[config.mk]
export PLATFORM = sky130hd
export DESIGN_NAME = ctu_edge_ctrl
export DESIGN_NICKNAME = d
export VERILOG_FILES = /design/src/ctu_pkg.sv /design/src/ctu_edge_ctrl.sv
export SDC_FILE = /design/constraint.sdc
export NUM_CORES = 1
export LEC_CHECK = 0
export BUFFER_PORTS_ARGS = -buffer_cell sky130_fd_sc_hd__buf_2
export CORE_ASPECT_RATIO = 0.5
export CORE_MARGIN = 2
export CORE_UTILIZATION = 51
export CTS_CLUSTER_DIAMETER = 60
export DETAILED_ROUTE_END_ITERATION = 8
export HOLD_SLACK_MARGIN = 0.1
export PLACE_DENSITY = 0.86
export SYNTH_ARGS = -nofsm -noshare
export SYNTH_HDL_FRONTEND = slang
export SYNTH_SLANG_ARGS = --single-unit
[constraint.sdc]
create_clock -name pclk -period 5.27 [get_ports pclk]
set_input_delay 0.2635 -clock pclk [delete_from_list [all_inputs] [get_ports pclk]]
set_output_delay 0.2635 -clock pclk [all_outputs]
set_load 0.02 [all_outputs]
[src/ctu_pkg.sv]
/*
 * ctu_pkg: constants shared by the charge-time edge control block:
 * register offsets, field positions, reset values and source codes.
 * Assumes a 32-bit APB with byte addresses; registers are 8 bits
 * wide and sit in the low byte of one aligned word each.
 */
package ctu_pkg;

    // apb address width and register byte offsets
    localparam int          PADDR_W = 8;
    localparam logic [7:0]  OFF_CTL_HIGH = 8'h00;
    localparam logic [7:0]  OFF_EDGE_CTL = 8'h04;
    localparam logic [7:0]  OFF_CUR_CTL  = 8'h08;

    // control high field positions
    localparam int          B_UNIT_EN    = 7;
    localparam int          B_UNUSED     = 6;
    localparam int          B_STOP_IDLE  = 5;
    localparam int          B_DELAY_GEN  = 4;
    localparam int          B_EDGE_GATE  = 3;
    localparam int          B_EDGE_SEQ   = 2;
    localparam int          B_DISCHARGE  = 1;
    localparam int          B_TRIG_EN    = 0;

    // edge control field positions (source fields give the lsb)
    localparam int          B_E2_POL     = 7;
    localparam int          B_E2_SRC     = 5;
    localparam int          B_E1_POL     = 4;
    localparam int          B_E1_SRC     = 2;
    localparam int          B_E2_STAT    = 1;
    localparam int          B_E1_STAT    = 0;

    // current control field positions
    localparam int          B_TRIM       = 2;
    localparam int          B_RANGE      = 0;

    // reset values; bit 6 of control high is not implemented
    localparam logic [7:0]  RST_CTL_HIGH = 8'h00;
    localparam logic [7:0]  RST_EDGE_CTL = 8'h00;
    localparam logic [7:0]  RST_CUR_CTL  = 8'h00;
    localparam logic [7:0]  CTL_HIGH_MSK = 8'hBF;

    // edge source encodings
    localparam logic [1:0]  SRC_PIN_ONE  = 2'h3;
    localparam logic [1:0]  SRC_PIN_TWO  = 2'h2;
    localparam logic [1:0]  SRC_CC_ONE   = 2'h1;
    localparam logic [1:0]  SRC_CC_TWO   = 2'h0;

    // current range encodings
    localparam logic [1:0]  RNG_HUNDRED  = 2'h3;
    localparam logic [1:0]  RNG_TEN      = 2'h2;
    localparam logic [1:0]  RNG_BASE     = 2'h1;
    localparam logic [1:0]  RNG_OFF      = 2'h0;

endpackage
[src/ctu_edge_ctrl.sv]
/*
 * ctu_edge_ctrl: digital control of the charge-time unit. Three 8-bit
 * control registers on APB, two edge channels with source and polarity
 * select, sticky edge status, sequencing, discharge, delay pulse and
 * special event trigger.
 * Assumes idle_mode, sleep_mode, peripheral_disable and the two
 * capture-compare triggers come from pclk logic; edge pins and the
 * delay comparator are asynchronous and are synchronised here.
 */
// Summary of operation
// peripheral disable freezes unit, outputs off; source_discharge, current_range and current_trim stay driven from their bits
// any reset clears all unit registers
// reset abandons measurement, no result kept
// software discharges circuit after reset
// unit enable bit turns unit on
// stop in idle halts unit in idle
// delay generation bit enables delay pulse
// edge gate bit passes or blocks edges
// sequencing: edge two needs edge one first
// discharge bit grounds current source output
// trigger bit enables special event trigger
// edge two polarity: one rising, zero falling
// edge two source select, four sources
// edge one polarity: one rising, zero falling
// edge one source select, same encoding
// edge two status set on accepted event
// edge one status set on accepted event
// six-bit signed current trim field
// range field scales current, zero disables
// unimplemented control bit reads zero
// sleep forces current source off
// delay pulse driven on pulse output pin
// charge while edge one set, two clear
`timescale 1ns/10ps
`default_nettype none

module ctu_edge_ctrl (
    input  wire logic                        pclk,
    input  wire logic                        presetn,
    input  wire logic                        psel,
    input  wire logic                        penable,
    input  wire logic                        pwrite,
    input  wire logic [ctu_pkg::PADDR_W-1:0] paddr,
    input  wire logic [31:0]                 pwdata,
    output logic      [31:0]                 prdata,
    output logic                             pready,
    output logic                             pslverr,
    input  wire logic                        peripheral_disable,
    input  wire logic                        idle_mode,
    input  wire logic                        sleep_mode,
    input  wire logic                        edge_pin_one,
    input  wire logic                        edge_pin_two,
    input  wire logic                        capture_compare_one,
    input  wire logic                        capture_compare_two,
    input  wire logic                        delay_comparator,
    output logic                             current_on,
    output logic      [1:0]                  current_range,
    output logic      [5:0]                  current_trim,
    output logic                             charge_enable,
    output logic                             source_discharge,
    output logic                             delay_pulse_out,
    output logic                             special_trigger_out
);

    // whole block state in one packed struct
    typedef struct packed {
        logic [7:0]  charge_unit_control_high;
        logic [7:0]  charge_unit_edge_control;
        logic [7:0]  charge_unit_current_control;
        logic [2:0]  pin_meta;
        logic [2:0]  pin_sync;
        logic [3:0]  edge_prev;
        logic [31:0] rdata;
        logic        trig;
        logic        pulse;
    } ctu_state_s;

    ctu_state_s st_q;
    ctu_state_s st_d;

    // control fields, named after what they steer
    logic       unit_enable;
    logic       stop_in_idle;
    logic       delay_generation_enable;
    logic       edge_gate_enable;
    logic       edge_sequence_enable;
    logic       special_trigger_enable;
    logic       edge_one_status;
    logic       edge_two_status;
    logic       edge_pol [2];
    logic [1:0] edge_src [2];

    // internal strobes
    logic       running;
    logic       setup_ph;
    logic       access_ph;
    logic       addr_ok;
    logic       wr_high;
    logic       wr_edge;
    logic       wr_cur;
    logic [7:0] rd_byte;
    logic [1:0] lvl;
    logic [3:0] src_now;
    logic [1:0] hit;
    logic       accept_one;
    logic       accept_two;

    assign unit_enable  =
        st_q.charge_unit_control_high[ctu_pkg::B_UNIT_EN];
    assign stop_in_idle =
        st_q.charge_unit_control_high[ctu_pkg::B_STOP_IDLE];
    assign delay_generation_enable =
        st_q.charge_unit_control_high[ctu_pkg::B_DELAY_GEN];
    assign edge_gate_enable =
        st_q.charge_unit_control_high[ctu_pkg::B_EDGE_GATE];
    assign edge_sequence_enable =
        st_q.charge_unit_control_high[ctu_pkg::B_EDGE_SEQ];
    assign source_discharge =
        st_q.charge_unit_control_high[ctu_pkg::B_DISCHARGE];
    assign special_trigger_enable =
        st_q.charge_unit_control_high[ctu_pkg::B_TRIG_EN];

    // channel 0 is edge one, channel 1 is edge two
    assign edge_one_status =
        st_q.charge_unit_edge_control[ctu_pkg::B_E1_STAT];
    assign edge_two_status =
        st_q.charge_unit_edge_control[ctu_pkg::B_E2_STAT];
    assign edge_pol[0] =
        st_q.charge_unit_edge_control[ctu_pkg::B_E1_POL];
    assign edge_pol[1] =
        st_q.charge_unit_edge_control[ctu_pkg::B_E2_POL];
    assign edge_src[0] =
        st_q.charge_unit_edge_control[ctu_pkg::B_E1_SRC +: 2];
    assign edge_src[1] =
        st_q.charge_unit_edge_control[ctu_pkg::B_E2_SRC +: 2];

    // signed trim is passed as is to the analog trim ladder
    assign current_trim =
        st_q.charge_unit_current_control[ctu_pkg::B_TRIM +: 6];
    assign current_range =
        st_q.charge_unit_current_control[ctu_pkg::B_RANGE +: 2];

    // unit runs only when enabled, clocked and not parked in idle
    assign running = unit_enable
        && !peripheral_disable
        && !(idle_mode && stop_in_idle);

    // current source: sleep wins over every other setting
    assign current_on = running
        && !sleep_mode
        && (current_range != ctu_pkg::RNG_OFF);

    // charging window opens on edge one, closes on edge two
    assign charge_enable = current_on
        && edge_one_status && !edge_two_status
        && !source_discharge;

    assign delay_pulse_out     = st_q.pulse;
    assign special_trigger_out = st_q.trig;

    // apb decode; zero wait states, so pready is always high
    assign setup_ph  = psel && !penable;
    assign access_ph = psel && penable;
    assign addr_ok   = (paddr == ctu_pkg::OFF_CTL_HIGH)
                    || (paddr == ctu_pkg::OFF_EDGE_CTL)
                    || (paddr == ctu_pkg::OFF_CUR_CTL);
    assign pready    = 1'b1;
    assign pslverr   = access_ph && !addr_ok;
    assign prdata    = st_q.rdata;

    // a disabled module has no clock, so writes are dropped
    assign wr_high = access_ph && pwrite && !peripheral_disable
                  && (paddr == ctu_pkg::OFF_CTL_HIGH);
    assign wr_edge = access_ph && pwrite && !peripheral_disable
                  && (paddr == ctu_pkg::OFF_EDGE_CTL);
    assign wr_cur  = access_ph && pwrite && !peripheral_disable
                  && (paddr == ctu_pkg::OFF_CUR_CTL);

    // read mux; unmapped and disabled reads give zero
    always_comb begin
        rd_byte = 8'h00;
        if (!peripheral_disable) begin
            if (paddr == ctu_pkg::OFF_CTL_HIGH) begin
                rd_byte = st_q.charge_unit_control_high
                        & ctu_pkg::CTL_HIGH_MSK;
            end else if (paddr == ctu_pkg::OFF_EDGE_CTL) begin
                rd_byte = st_q.charge_unit_edge_control;
            end else if (paddr == ctu_pkg::OFF_CUR_CTL) begin
                rd_byte = st_q.charge_unit_current_control;
            end
        end
    end

    // per-channel source select and polarity edge detect;
    // each source keeps its own previous level, so a change of
    // the select never shows up as an edge on the new source
    always_comb begin
        src_now = 4'h0;
        src_now[ctu_pkg::SRC_PIN_ONE] = st_q.pin_sync[0];
        src_now[ctu_pkg::SRC_PIN_TWO] = st_q.pin_sync[1];
        src_now[ctu_pkg::SRC_CC_ONE]  = capture_compare_one;
        src_now[ctu_pkg::SRC_CC_TWO]  = capture_compare_two;
        for (int i = 0; i < 2; i++) begin
            lvl[i] = src_now[edge_src[i]];
            // rising when polarity is one, falling when zero
            hit[i] = edge_pol[i]
                   ? (lvl[i] && !st_q.edge_prev[edge_src[i]])
                   : (!lvl[i] && st_q.edge_prev[edge_src[i]]);
        end
    end

    // gate, then order: edge two waits for edge one when sequenced
    assign accept_one = running && edge_gate_enable && hit[0];
    assign accept_two = running && edge_gate_enable && hit[1]
        && (!edge_sequence_enable || edge_one_status
            || accept_one);

    // next-state logic
    always_comb begin
        st_d = st_q;

        // pins and comparator: two flops before anyone reads them
        st_d.pin_meta = {delay_comparator, edge_pin_two, edge_pin_one};
        st_d.pin_sync = st_q.pin_meta;

        // previous levels track only while clocked
        if (!peripheral_disable) begin
            st_d.edge_prev = src_now;
        end

        // read data latched in setup so prdata is a flop output
        if (setup_ph && !pwrite) begin
            st_d.rdata = {24'h000000, rd_byte};
        end

        if (wr_high) begin
            st_d.charge_unit_control_high =
                pwdata[7:0] & ctu_pkg::CTL_HIGH_MSK;
        end
        if (wr_edge) begin
            st_d.charge_unit_edge_control = pwdata[7:0];
        end
        if (wr_cur) begin
            st_d.charge_unit_current_control = pwdata[7:0];
        end

        // hardware set beats a same-cycle software clear
        if (accept_one) begin
            st_d.charge_unit_edge_control[ctu_pkg::B_E1_STAT] =
                1'b1;
        end
        if (accept_two) begin
            st_d.charge_unit_edge_control[ctu_pkg::B_E2_STAT] =
                1'b1;
        end

        // one-cycle trigger to the converter on an accepted edge two
        st_d.trig = accept_two && special_trigger_enable;

        // pulse lasts from edge one until the comparator trips
        st_d.pulse = running && delay_generation_enable
            && st_d.charge_unit_edge_control[ctu_pkg::B_E1_STAT]
            && !st_q.pin_sync[2];
    end

    // state register; reset drops any measurement in flight
    always_ff @(posedge pclk or negedge presetn) begin
        if (!presetn) begin
            st_q <= '0;
            st_q.charge_unit_control_high    <= ctu_pkg::RST_CTL_HIGH;
            st_q.charge_unit_edge_control    <= ctu_pkg::RST_EDGE_CTL;
            st_q.charge_unit_current_control <= ctu_pkg::RST_CUR_CTL;
        end else begin
            st_q <= st_d;
        end
    end
endmodule

`default_nettype wire

==> results.yml <==
critical_path:
  cp.arrival_ps: 1890
  critPathSlowestCell: "a211oi_1"
  worstPathMaxFanout: 3
  r2r_slack_ps: 3140
  cp_num_buf_inv: 2
  crit_path_end_kind: "output port"
  cpPeakStageDelay_ps: 420
  start_kind: "register"
  required_ps: 5010
  crit_start: "st_q[67]"
  ff2ff_path_depth: 5
  rr_endpoint: "edge_two_status"
  cp_top_family: "simple AND/OR/NAND/NOR gates"
  path_cells: "inv_1, a211oi_1, nor3b_1, nor4b_1, buf_2"
  reg2reg_from: "edge_src[2]"
  crit_type: "reg -> out"
layout:
  design_area_um2: 2480
  nets: 307
  syn_to_final_growth_pct: 7.25
  layout_commonest_cell: "buf_2"
  antenna_cells: 0
  fin_cells: 312
  drive_gt1_share_pct: 29.8
  final_cell_mix: "buf_2 (50), dfrtp_1 (43), conb_1 (25)"
global_route:
  grt_usage_pct: 19.6
  antenna_found_initial: 0
  grt_pass1_wl_mm: 7.51
  grt_max_degree: 44
  grt_overflow: 0
  grt_pass1_vias: 1584
drt:
  wl_per_cell_um: 14.8
  drc_errors: 0
  dr.pass1.iters: 4
  postRouteWirelength_mm: 4.63
  vias: 1640
  drt_iter0_drc: 96
  avgViaCountPerCell: 5.26
  ant_nets: 0
die:
  die_y_um: 51.6
  core_um2: 4380
  die-width_um: 99.3
  dieArea_um2: 5120
  ios: 100
  start_util_pct: 52.8
  rows: 17
sta:
  max_slew_margin_pct: 37.9
  fin_skew_ps: 9.91
  hold_violations: 0
  fmax_mhz: 465
  worst_pin_slew_ps: 932
  slew_viol_final: 0
  period_minus_slack_ps: 2150
  rsz0062_at_grt: "no"
  fin_setup_tns_ps: 0
  finalSetupViolCount: 0
  finalCritPeriodShare_pct: 40.8
clocking:
  clock_sinks: 43
  numCtsBuffers: 5
  cts-root-buf: "clkbuf_8"
  h-tree-depth: 2
  path_clk_slew_ps: 80
  cts_setup_buffers: 0
  cts_repair_resize_count: 0
  ctsHoldBuffers: 3
  cts_tree: "done"
  clock_latency_ps: 300
  cts_max_path_buffers: 2
status:
  status: "complete, no violations"
logic_synthesis:
  yosys_warnings: 0
  yosysSeqAreaShare_pct: 46.5
  synth_cell_type_count: 34
  synth-seq-cells: 43
  avgSynthCellArea_um2: 10.5
  synth_cells: 220
  synth_area_um2: 2310
run:
  maxCapViolations: 0
place:
  gpl.final_weighted_congestion: 0.860
  port_buffers: 50
  placed_cell_area_um2: 2370
  place_inst: 301
  dpl.hpwl_mm: 3.41
power_and_ir_drop:
  peakVddDrop_v: 0.000106
  p_leak_nw: 1.27
  power.density_nw_per_um2: 247
worst_hold_path:
  worstHoldPathType: "in -> async"
[cell type report]
type | count | area (um^2)
fill | 354 | 1900
sequential | 43 | 1080
multi-input combinational | 140 | 927
timing repair buffer | 54 | 288
clock buffer | 7 | 76.3
tap | 57 | 71.3
inverter | 10 | 37.5
clock inverter | 1 | 5.00
[worst max path at each step]
stage	to	cells past startpoint
floorplan	charge_enable	4
global placement	special_trigger_out	5
detailed placement	edge_two_status	5
CTS	edge_two_status	5
global route	charge_enable	5
finish	charge_enable	5
[stage by stage]
step	hold slack, ps	utilization, %	total power (W)	setup WS [ps]
after global routing	178	56.6	0.000637	2890
after global placement	333	54.1	0.000409	3190
after CTS	123	56.6	0.000615	3140
after detailed placement	335	54.1	0.000412	3180
after floorplan	-32.1	-	0.000403	2960
final	98.7	56.6	0.000612	3120
[cell usage after synthesis, drive strengths merged]
| master | number | area [um^2] |
|---|---|---|
| a211oi | 1 | 7.51 |
| a21oi | 8 | 40.0 |
| and3 | 1 | 6.26 |
| and4b | 2 | 20.0 |
| buf | 44 | 330 |
| clkbuf | 5 | 18.8 |
| clkdlybuf4s15 | 1 | 10.0 |
| conb | 2 | 7.51 |
| dfrtp | 43 | 1080 |
| inv | 10 | 37.5 |
| mux2 | 21 | 244 |
| mux2i | 4 | 40.0 |
| mux4 | 3 | 67.6 |
| nand2 | 23 | 88.8 |
| nand3b | 1 | 7.51 |
| nand4 | 1 | 6.26 |
| nor2 | 7 | 26.3 |
| nor2b | 8 | 50.1 |
| nor3 | 1 | 5.00 |
| nor3b | 3 | 22.5 |
| nor4 | 2 | 12.5 |
| nor4b | 1 | 8.76 |
| o21ai | 14 | 70.1 |
| o221ai | 8 | 70.1 |
| o31ai | 2 | 15.0 |
| or2 | 2 | 12.5 |
| or3 | 2 | 12.5 |
[layer usage]
metal  global-route usage, %  part of all wire [%]
met1                    23.2                    41
met2                    32.3                    46
met3                    6.59                    10
met4                    10.5                   2.6
met5                       0                     0
[state kept, by name, indices dropped and copies added (netlist names)]
register / flops
prdata: 8
st_q: 7
current_trim: 6
edge_src: 4
st_d: 3
current_range: 2
edge_pol: 2
src_now: 2
delay_generation_enable: 1
delay_pulse_out: 1
edge_gate_enable: 1
edge_one_status: 1
edge_sequence_enable: 1
edge_two_status: 1
source_discharge: 1
special_trigger_enable: 1
special_trigger_out: 1
[power by group]
group / switching, W / internal (W)
sequential: 0.00000501 / 0.000337
clock: 0.000112 / 0.0000931
combinational: 0.0000430 / 0.0000222
[worst reg2reg max path, cell delays in order, from the launching register on]
cell,delay (ps)
dfrtp_1,510
mux2_4,340
or2_0,240
mux4_2,490
and3_1,210
o31ai_1,250
[kinds of logic (layout without fill, tap and decap cells)]
kind of cell	Yosys count	after routing	synth area share [%]
DFF	43	43	46.5
muxes	28	28	15.2
other	2	25	0.325
AOI/OAI and AO/OA	33	33	8.76
and+or+nand+nor	54	54	12.1
buffers and inverters	60	72	17.1
No activity file was read; power rests on OpenSTA's default activity.
